**src/inc/abc_pkg.sv**
```systemverilog
// abc_pkg: constants shared by the converter control ends, the sequencer and the testbench.
// assumes a single 25 MHz system clock; converter clock steps come from a divider.
package abc_pkg;

  localparam int unsigned CLK_MHZ        = 25;
  localparam int unsigned RESULT_W       = 12;
  localparam int unsigned BYTE_W         = 8;
  localparam int unsigned FULL_STEPS     = 12;
  localparam int unsigned SHORT_STEPS    = 8;
  localparam int unsigned STEP_DIV       = 8;
  // timing figures in ns, cycle counts derived from the clock rate
  localparam int unsigned STS_RISE_NS    = 200;
  localparam int unsigned STS_FALL_NS    = 600;
  localparam int unsigned EARLY_EN_NS    = 1200;
  localparam int unsigned STS_RISE_CYC   = (STS_RISE_NS * CLK_MHZ + 999) / 1000;
  localparam int unsigned STS_FALL_CYC   = (STS_FALL_NS * CLK_MHZ + 999) / 1000;
  localparam int unsigned EARLY_EN_CYC   = (EARLY_EN_NS * CLK_MHZ) / 1000;
  localparam logic [11:0] RESULT_RST     = 12'h000;
  localparam logic [3:0]  TRAIL_ZEROS    = 4'h0;

  typedef enum logic [1:0] {
    ABC_OP_NONE,
    ABC_OP_CONVERT,
    ABC_OP_READ
  } abc_op_t;

endpackage

```
**src/inc/abc_if.sv**
```systemverilog
// abc_if: pins between the converter control logic and its controlling party.
// data bus is three-state; data_out and data_oe stay separate and the testbench checks each.
`timescale 1ns/100ps
interface abc_if;
  logic        chip_en;
  logic        chip_sel_n;
  logic        read_conv;
  logic        byte_addr_sel;
  logic        word_fmt;
  logic        conv_status;
  logic [11:0] data_out;
  logic [11:0] data_oe;

  modport dev
  (
    input  chip_en,
    input  chip_sel_n,
    input  read_conv,
    input  byte_addr_sel,
    input  word_fmt,
    output conv_status,
    output data_out,
    output data_oe
  );

  modport host
  (
    output chip_en,
    output chip_sel_n,
    output read_conv,
    output byte_addr_sel,
    output word_fmt,
    input  conv_status,
    input  data_out,
    input  data_oe
  );
endinterface

```
**src/abc_dev.sv**
```systemverilog
// abc_dev: control and three-state output logic of the converter.
// assumes all control pins synchronous to clk_sys; comparator comes in on comp_in.
// Functional notes
// - last of enable or select starts convert
// - both active: read if high, else convert
// - host lowers read_conv before selecting
// - standalone: ties fixed, read_conv controls alone
// - standalone: outputs on high, falling starts
// - low pulse: float, valid after conversion
// - status rises 200ns, falls 600ns after
// - high pulse: drive only while high
// - status marks busy, starts ignored meanwhile
// - outputs may enable 1.2us before status; here data valid leads the status fall by 600ns
// - byte addr low 12-bit, high 8-bit
// - read: addr 0 msbs, 1 lsbs
// - word format low bytes, high word
// - even byte holds bits 11..4
// - odd byte holds bits 3..0, zeros
// - host masks unused bits on 16-bit
// - host reads only after completion
`timescale 1ns/100ps
module abc_dev
(
  input  wire logic clk_sys,
  input  wire logic rst_n,
  input  wire logic comp_in,
  output logic      conv_done,
  abc_if.dev        bus
);
  import abc_pkg::*;

  logic       sel_act;
  logic       sel_act_q;
  logic       rc_q;
  logic       start_req;
  logic       seq_busy;
  logic       seq_done;
  logic [11:0] seq_result;
  logic [2:0] div_q;
  logic       step_en;
  logic       wait_rise_q;
  logic [7:0] rise_cnt_q;
  logic [7:0] fall_cnt_q;
  logic       in_cycle_q;
  logic       data_valid_q;
  abc_op_t    op;

  // ****************************************
  // decode
  // ****************************************
  assign sel_act = bus.chip_en && !bus.chip_sel_n;

  always_comb
  begin
    op = ABC_OP_NONE;
    if (sel_act)
      op = bus.read_conv ? ABC_OP_READ : ABC_OP_CONVERT;
  end

  // ****************************************
  // start detect
  // ****************************************
  // start on the edge of the last select, or read_conv falling while selected
  // read_conv high at select time reads first; the host must lower it
  assign start_req = (op == ABC_OP_CONVERT) && (!sel_act_q || rc_q)
                     && !in_cycle_q && !seq_busy;

  // previous select and read_conv make the start edges
  always_ff @(posedge clk_sys or negedge rst_n)
  begin
    if (!rst_n)
    begin
      sel_act_q <= 1'b0;
      rc_q      <= 1'b0;
    end
    else
    begin
      sel_act_q <= sel_act;
      rc_q      <= bus.read_conv;
    end
  end

  // ****************************************
  // step divider
  // ****************************************
  always_ff @(posedge clk_sys or negedge rst_n)
  begin
    if (!rst_n)
      div_q <= 3'h0;
    else
      div_q <= (div_q == 3'(STEP_DIV - 1)) ? 3'h0 : div_q + 3'h1;
  end
  // free running: the first step lands one to STEP_DIV clocks after start
  assign step_en = (div_q == 3'h0);

  // ****************************************
  // conversion cycle and status
  // ****************************************
  always_ff @(posedge clk_sys or negedge rst_n)
  begin
    if (!rst_n)
    begin
      in_cycle_q   <= 1'b0;
      wait_rise_q  <= 1'b0;
      rise_cnt_q   <= 8'h00;
      fall_cnt_q   <= 8'h00;
      bus.conv_status <= 1'b0;
      data_valid_q <= 1'b0;
      conv_done    <= 1'b0;
    end
    else
    begin
      conv_done <= 1'b0;
      if (start_req)
      begin
        in_cycle_q   <= 1'b1;
        // status rise runs off its own count, not the step grid
        wait_rise_q  <= 1'b1;
        rise_cnt_q   <= 8'(STS_RISE_CYC - 1);
        data_valid_q <= 1'b0;
      end
      else if (in_cycle_q)
      begin
        if (wait_rise_q)
        begin
          if (rise_cnt_q == 8'h00)
          begin
            wait_rise_q     <= 1'b0;
            bus.conv_status <= 1'b1;
          end
          else
            rise_cnt_q <= rise_cnt_q - 8'h01;
        end
        // data valid opens the early-enable window before status falls
        if (seq_done)
        begin
          data_valid_q <= 1'b1;
          fall_cnt_q   <= 8'(STS_FALL_CYC - 1);
        end
        else if (data_valid_q && !wait_rise_q)
        begin
          // status drops a fixed time after data valid, giving early enable
          if (fall_cnt_q == 8'h00)
          begin
            bus.conv_status <= 1'b0;
            in_cycle_q      <= 1'b0;
            conv_done       <= 1'b1;
          end
          else
            fall_cnt_q <= fall_cnt_q - 8'h01;
        end
      end
    end
  end

  // sequencer takes the conversion length from byte_addr_sel at the start
  abc_sar_seq #(.W(RESULT_W)) abc_sar_seq_i
  (
    .clk_sys    (clk_sys),
    .rst_n      (rst_n),
    .start      (start_req),
    .short_conv (bus.byte_addr_sel),
    .step_en    (step_en),
    .comp_in    (comp_in),
    .busy       (seq_busy),
    .done       (seq_done),
    .result     (seq_result)
  );

  // ****************************************
  // output buffers
  // ****************************************
  always_ff @(posedge clk_sys or negedge rst_n)
  begin
    if (!rst_n)
    begin
      // every lane floats until a read selects it
      bus.data_out <= RESULT_RST;
      bus.data_oe  <= 12'h000;
    end
    else
    begin
      bus.data_oe <= 12'h000;
      // result held after cycle ends; read mid-cycle floats until valid
      if (op == ABC_OP_READ && (data_valid_q || !in_cycle_q))
      begin
        if (bus.word_fmt)
        begin
          bus.data_out <= seq_result;
          bus.data_oe  <= 12'hFFF;
        end
        // both bytes share lanes 7..0 so an 8-bit bus needs no extra buffers
        else if (!bus.byte_addr_sel)
        begin
          bus.data_out <= {4'h0, seq_result[11:4]};
          bus.data_oe  <= 12'h0FF;
        end
        else
        begin
          bus.data_out <= {4'h0, seq_result[3:0], TRAIL_ZEROS};
          bus.data_oe  <= 12'h0FF;
        end
      end
    end
  end
endmodule

```
**src/abc_sar_seq.sv**
```systemverilog
// abc_sar_seq: successive approximation sequencer, one bit per step pulse.
// assumes the comparator input is synchronous to clk_sys.
`timescale 1ns/100ps
module abc_sar_seq
#(
  parameter int unsigned W = 12
)
(
  input  wire logic         clk_sys,
  input  wire logic         rst_n,
  input  wire logic         start,
  input  wire logic         short_conv,
  input  wire logic         step_en,
  input  wire logic         comp_in,
  output logic              busy,
  output logic              done,
  output logic [W-1:0]      result
);
  import abc_pkg::*;

  logic [3:0]   bit_q;
  logic [3:0]   last_q;
  logic [W-1:0] trial_q;

  // ****************************************
  // bit walk
  // ****************************************
  always_ff @(posedge clk_sys or negedge rst_n)
  begin
    if (!rst_n)
    begin
      busy    <= 1'b0;
      done    <= 1'b0;
      bit_q   <= 4'h0;
      last_q  <= 4'h0;
      trial_q <= '0;
      result  <= '0;
    end
    else
    begin
      done <= 1'b0;
      if (start && !busy)
      begin
        busy    <= 1'b1;
        bit_q   <= 4'(W - 1);
        last_q  <= short_conv ? 4'(W - SHORT_STEPS) : 4'h0;
        trial_q <= '0;
        trial_q[W-1] <= 1'b1;
      end
      else if (busy && step_en)
      begin
        // msb first; comparator keeps or drops the trial bit
        if (!comp_in)
          trial_q[bit_q] <= 1'b0;
        if (bit_q == last_q)
        begin
          busy   <= 1'b0;
          done   <= 1'b1;
          result <= comp_in ? trial_q : (trial_q & ~(W'(1) << bit_q));
        end
        else
        begin
          bit_q <= bit_q - 4'h1;
          trial_q[bit_q - 4'h1] <= 1'b1;
        end
      end
    end
  end
endmodule

```
**src/flat_wrapper.sv**
```systemverilog
// flat-port wrapper written by rule: the top's interface ports become plain ports
module abc_dev_flat import abc_pkg::*;
  (clk_sys, rst_n, comp_in, conv_done, bus_chip_en, bus_chip_sel_n, bus_read_conv, bus_byte_addr_sel, bus_word_fmt, bus_conv_status, bus_data_out, bus_data_oe);
  abc_if bus_i ();
  input  wire logic clk_sys;
  input  wire logic rst_n;
  input  wire logic comp_in;
  output logic conv_done;
  input wire logic [$bits(bus_i.chip_en)-1:0] bus_chip_en;
  input wire logic [$bits(bus_i.chip_sel_n)-1:0] bus_chip_sel_n;
  input wire logic [$bits(bus_i.read_conv)-1:0] bus_read_conv;
  input wire logic [$bits(bus_i.byte_addr_sel)-1:0] bus_byte_addr_sel;
  input wire logic [$bits(bus_i.word_fmt)-1:0] bus_word_fmt;
  output wire logic [$bits(bus_i.conv_status)-1:0] bus_conv_status;
  output wire logic [$bits(bus_i.data_out)-1:0] bus_data_out;
  output wire logic [$bits(bus_i.data_oe)-1:0] bus_data_oe;
  assign bus_i.chip_en = bus_chip_en;
  assign bus_i.chip_sel_n = bus_chip_sel_n;
  assign bus_i.read_conv = bus_read_conv;
  assign bus_i.byte_addr_sel = bus_byte_addr_sel;
  assign bus_i.word_fmt = bus_word_fmt;
  assign bus_conv_status = bus_i.conv_status;
  assign bus_data_out = bus_i.data_out;
  assign bus_data_oe = bus_i.data_oe;
  abc_dev u_core (.clk_sys(clk_sys), .rst_n(rst_n), .comp_in(comp_in), .conv_done(conv_done), .bus(bus_i));
endmodule
```
**config.mk**
```make
export PLATFORM = sky130hd
export DESIGN_NAME = abc_dev_flat
export DESIGN_NICKNAME = d
export VERILOG_FILES = /design/src/inc/abc_pkg.sv /design/src/inc/abc_if.sv /design/src/abc_dev.sv /design/src/abc_sar_seq.sv /design/src/flat_wrapper.sv
export SDC_FILE = /design/constraint.sdc
export NUM_CORES = 1
export LEC_CHECK = 0
export BUFFER_PORTS_ARGS = -buffer_cell sky130_fd_sc_hd__buf_2
export CORE_MARGIN = 2
export CORE_UTILIZATION = 60
export DETAILED_ROUTE_END_ITERATION = 10
export GPL_ROUTABILITY_DRIVEN = 0
export GPL_TIMING_DRIVEN = 0
export PLACE_DENSITY = 0.79
export SYNTH_ARGS = -nofsm -noshare
export SYNTH_HDL_FRONTEND = slang
export SYNTH_SLANG_ARGS = --single-unit
```
**constraint.sdc**
```tcl
create_clock -name clk_sys -period 5.4 [get_ports clk_sys]
set_clock_uncertainty 0.05 [all_clocks]
set_input_delay 0.81 -clock clk_sys [delete_from_list [all_inputs] [get_ports clk_sys]]
set_output_delay 0.81 -clock clk_sys [all_outputs]
set_load 0.005 [all_outputs]
```
[Word level (Yosys, flattened, before mapping)]
Index checks and enable logic that the tools add are counted.
W data, S select, Z words.
Storage, ports and cells
  flip-flop bits (word level): 84
  bits of input ports: 8
  logic and storage cells: 131
Cells by class
  add/sub/neg operators: 4
  magnitude comparators: 4
  eq/ne operators: 7
  shifts and indexed selects: 1
  multiplexer cells: 57
  bitwise logic cells: 7
  reductions and logical operators: 33
Operators with widths (number)
  $mux W12: 10
  $mux W8: 8
  $mux W1: 30
  $and A12 B12 Y12: 2
  $not A12 Y12: 2
  $logic_not A8 Y1: 2
  $sub A8 B1 Y8 const B: 2
  $mux W4: 3
  $or A12 B12 Y12: 1
  $reduce_bool A2 Y1: 6
  $shl A1 B4 Y12 const A: 1
  $logic_and A1 B1 Y1: 10
  $lt A4 B5 Y1 const B: 2
  $demux W1 S4: 2
  $ge A4 B1 Y1 const B: 2
  $reduce_and A2 Y1: 4
  $mux W3: 2
  $ne A2 B2 Y1 const B: 3
  $reduce_and A3 Y1: 2
  $logic_not A1 Y1: 5
  $eq A4 B4 Y1: 1
  $mux W2: 2
  $reduce_and A4 Y1: 1
  $sub A4 B1 Y4 const B: 1
  7 further kinds: 9

[Longest topological paths before layout]
  word-level depth: 13
  depth in mapped cells: 7
  gate-level depth less buffers: 6

[By module]
From an unflattened synthesis, not the netlist that was laid out.
Unflattened totals
  cells, all modules: 354
  area total of the unflattened synthesis: 3592.2 um2
Modules (own cells, without submodules)
  abc_dev: instances 1, cells each 207, area an instance 2003.2 um2
  abc_sar_seq: instances 1, cells each 147, area an instance 1589.0 um2

[Worst setup path before layout]
OpenSTA, ideal clock, no wires.
  kind: reg2reg
  start point: register u_core.abc_sar_seq_i.bit_q[0]
  end point: register u_core.abc_sar_seq_i.trial_q[4]
  library setup time: 68 ps
  arrival time: 1737 ps
  required time: 5282 ps
  slack: 3544 ps
  cell stages (with the launch flop): 7
  path buffers: 0
  clock period less this slack: 1856 ps
  path through: dfrtp_1 > inv_1 > ha_1 > nor2b_1 > a21oi_2 > nor3b_1 > a32o_1
On the way
  cells in the longest elaborated chain, start to end: 13
Ends and longest elaborated chain
  from (decl): line abc_sar_seq.sv:21  | logic [3:0] bit_q;
  from (signal assigned): line abc_sar_seq.sv:45  | bit_q <= 4'(W - 1);
  from (signal assigned): line abc_sar_seq.sv:63  | bit_q <= bit_q - 4'h1;
  $lt A4 B5 Y1 (implied by the code) or $ge A4 B1 Y1 (tied branches): line abc_sar_seq.sv:54  | trial_q[bit_q] <= 1'b0;
  $logic_and A1 B1 Y1 (implied by the code): line abc_sar_seq.sv:54
  $mux W1 (implied by the code): line abc_sar_seq.sv:54
  $demux W1 S4: line abc_sar_seq.sv:54
  $not A12 Y12 (no source line)
  $and A12 B12 Y12 (no source line)
  $mux W12: line abc_sar_seq.sv:53  | if (!comp_in)
  $mux W12: line abc_sar_seq.sv:50  | else if (busy && step_en)
  $mux W12: line abc_sar_seq.sv:42  | if (start && !busy)
  $or A12 B12 Y12 (no source line)
  $mux W12 *: line abc_sar_seq.sv:55  | if (bit_q == last_q)
  $mux W12 *: line abc_sar_seq.sv:50
  $mux W12 *: line abc_sar_seq.sv:42
  to (signal assigned): line abc_sar_seq.sv:47  | trial_q <= '0;
  to (signal, indexed assignment): line abc_sar_seq.sv:48  | trial_q[W-1] <= 1'b1;
  to (signal, indexed assignment): line abc_sar_seq.sv:54
  to (decl): line abc_sar_seq.sv:23  | logic [W-1:0] trial_q;
Every way passes the cells marked *; elsewhere a longest branch is shown, timed or not. The select of a mux whose other input is x is not followed.
A chain may end at the register's enable or synchronous reset.

[Worst setup path after layout]
  start point: register u_core.abc_sar_seq_i.bit_q[0]
  end point: register u_core.abc_sar_seq_i.trial_q[5]
Same word-level chain as after synthesis.

==> metrics <==
slew margin rel. 0.354; area occupied by multi-input gates 1520 um^2; Post-synth EDFFs 0; via count 2,719; PortBufs 31; maximum vdd drop 0.277 mV; Synth area leaders dfrtp_1, nand2_1, o21ai_0, ha_1, a32o_1; WHS Path Cells 1; WHS Endpoint u_core.div_q[0]; global route total overflow 0; share of the synthesized area in the top cell type 0.508; Setup CP Type flip-flop to flip-flop; period utilization 0.422; Tmin final 2.28 ns; Max-Cap Viols 0; Skew-Pair Late Insertion Delay 0.35 ns; pwr dens 463 nW/um^2; FP Rows 27; Mapped Cells 357; CTS root buffer clkbuf_8; area delta synth->final 13.4%; Routed Antenna Nets 0; register area 1780 um^2; Initial Util 0.627; CTS tree done; total track usage 0.246; Die H 80.3 um; H-tree depth 3; Reg2Reg Depth 6; synth warn 0; CTS clk-pin slew, worst paths 0.08 ns; die width approximately 80 um; CTS buffer count 9; die area 6460 um^2; Final Hold Vio Count 0; setup tns final 0 ns; DRT Wirelength 6.95 mm; FF-to-FF Start u_core.abc_sar_seq_i.bit_q[0]; ys flop type dfrtp_1; CTS resizes 0; CTS max path bufs 2; register area share after synthesis 0.508; HPWL after detailed placement 4.90 mm; syn nets between 300 and 400; Post-CTS Setup Bufs 0; vias in the first global route 2,640; Worst Path Max Fanout 10; drt pass-1 iters 4; Final Max Tran Viols 0; r2r setup slk between 3 and 4 ns; residual DRC count 0; Yosys reg bits 71; Hold WC Path Type flip-flop to flip-flop; largest net degree at the start of global routing 72; synthesized area 3500 um^2; fin util 0.711; FILL cells 409; RSZ-0062 raised after global routing false; Achievable Freq 0.439 GHz; Leak Pwr approximately 1.9 nW; R2R Path End u_core.abc_sar_seq_i.trial_q[5]; WP data arrival 2.51 ns; crit end category flip-flop; Least-Margin Pin Slew 0.960 ns; hold buffers post-CTS 0; startpoint types flip-flop; 1st-iter DRT viols 149; CP Data Required Time 5.64 ns; top-level I/O count 34; Post-Syn Area per Cell 9.80 um^2; outcome finished clean; final setup fails 0; post-synthesis cell type count 47; Routed WL per cell approximately 15 um; global-route wire length before repair roughly 12 mm; initial antenna violation count 0; FFs w/ async S/R, synth 1.00; clock sinks a little over 70; vias per inst 5.71; share of cells above drive strength 1 0.176; Nets 420; # diodes 0; core area 5570 um^2; Hold Startpoint u_core.div_q[0]; largest area contributor in the netlist dfrtp_1
## placed cells by master, fill, tap and decap left out, types with 4 or more instances in the layout
cell type	synthesis	routed
a21oi_1	11	11
ha_1	13	13
and3_1	4	4
buf_2	0	30
nand2b_1	9	9
a32o_1	11	11
a31oi_1	4	4
nor3_1	7	7
dfrtp_1	71	71
nor2b_1	8	8
buf_4	11	12
clkbuf_1	11	11
mux2i_1	8	8
o21ai_0	37	37
inv_1	14	14
nand2_1	59	59
nor2_1	18	18
xnor2_1	5	5
clkbuf_8	0	9
nand3_1	7	7
a22oi_1	4	4
o31ai_1	4	4
## state kept, by name, indices dropped and copies added (netlist names), 2 cells and up
| register | flops |
|---|---|
| u_core.abc_sar_seq_i.bit_q | 4 |
| u_core.div_q | 3 |
| u_core.abc_sar_seq_i.trial_q | 12 |
| u_core.abc_sar_seq_i.result | 12 |
| u_core.rise_cnt_q | 8 |
| u_core.bus.data_out | 12 |
| u_core.bus.data_oe | 2 |
| u_core.fall_cnt_q | 8 |
## critical path, cell delays in order, from the launching register on
cell     delay (ns)
dfrtp_1        0.45
inv_1          0.09
ha_1           0.29
nor2b_1        0.20
a21oi_2        0.39
nor3b_1        0.54
a32o_1         0.21
## synthesized netlist by cell type, drive strengths merged (5+ instances only)
cell type / instances
a32o: 11
a21oi: 12
nand2: 59
nor2b: 8
o21ai: 37
buf: 13
nor2: 19
inv: 14
mux2i: 8
dfrtp: 71
nor3: 7
clkbuf: 11
ha: 13
nand3: 7
xnor2: 5
nand2b: 9
## report_power, final
part           total, mW  internal [mW]  switching [mW]  leakage (nW)
logic              0.581          0.252           0.329         0.828
clock network      0.472          0.261           0.211         0.102
registers          0.782          0.662           0.120         0.931
total               1.84           1.18           0.660          1.86
## per-layer routing
layer | wire, um | vias up | GRT usage
met3 | 279 | 15 | 0.0348
met5 | 0 | - | 0
met2 | 3330 | 78 | 0.402
met1 | 3230 | 1299 | 0.325
li1 | - | 1327 | -
met4 | 118 | 0 | 0.112
## per-stage QoR
step	instances	area [um^2]	power, mW	hold slack [ns]	setup slack, ns
after floorplan	357	3500	1.20	0.378	3.54
after global placement	460	3740	1.33	0.390	3.10
after detailed placement	460	3740	1.36	0.402	3.10
after CTS	476	3970	1.84	0.413	3.16
after global routing	476	3970	1.96	0.445	2.91
final	476	3970	1.84	0.405	3.12
## how the worst max path moves through the flow
stage                                   from  slack (ns)                               to
6_report       u_core.abc_sar_seq_i.bit_q[0]        3.12  u_core.abc_sar_seq_i.trial_q[5]
4_1_cts        u_core.abc_sar_seq_i.bit_q[0]        3.16  u_core.abc_sar_seq_i.trial_q[5]
2_1_floorplan  u_core.abc_sar_seq_i.bit_q[0]        3.54  u_core.abc_sar_seq_i.trial_q[4]
3_3_place_gp                           rst_n        3.10           u_core.bus.data_out[5]
3_5_place_dp                  bus_chip_sel_n        3.10             u_core.rise_cnt_q[3]
5_1_grt        u_core.abc_sar_seq_i.bit_q[0]        2.91  u_core.abc_sar_seq_i.trial_q[5]
## area by class of cell
cell class,count,area share
buffer,24,0.0369
clock buffer,9,0.0312
clock inverter,7,0.0243
inverter,14,0.0133
multi-input combinational,248,0.384
sequential,71,0.448
tap,72,0.0227
timing repair buffer,31,0.0398
## logic make-up after synthesis
logic type	synth area share
buffers and inverters	0.0569
multiplexers	0.0229
XOR/XNOR	0.0150
AND/OR/NAND/NOR	0.197
adder cells (fa/ha/maj)	0.0465
AO/OA/AOI/OAI	0.153
flip-flops	0.508
No activity file was read; power rests on OpenSTA's default activity.
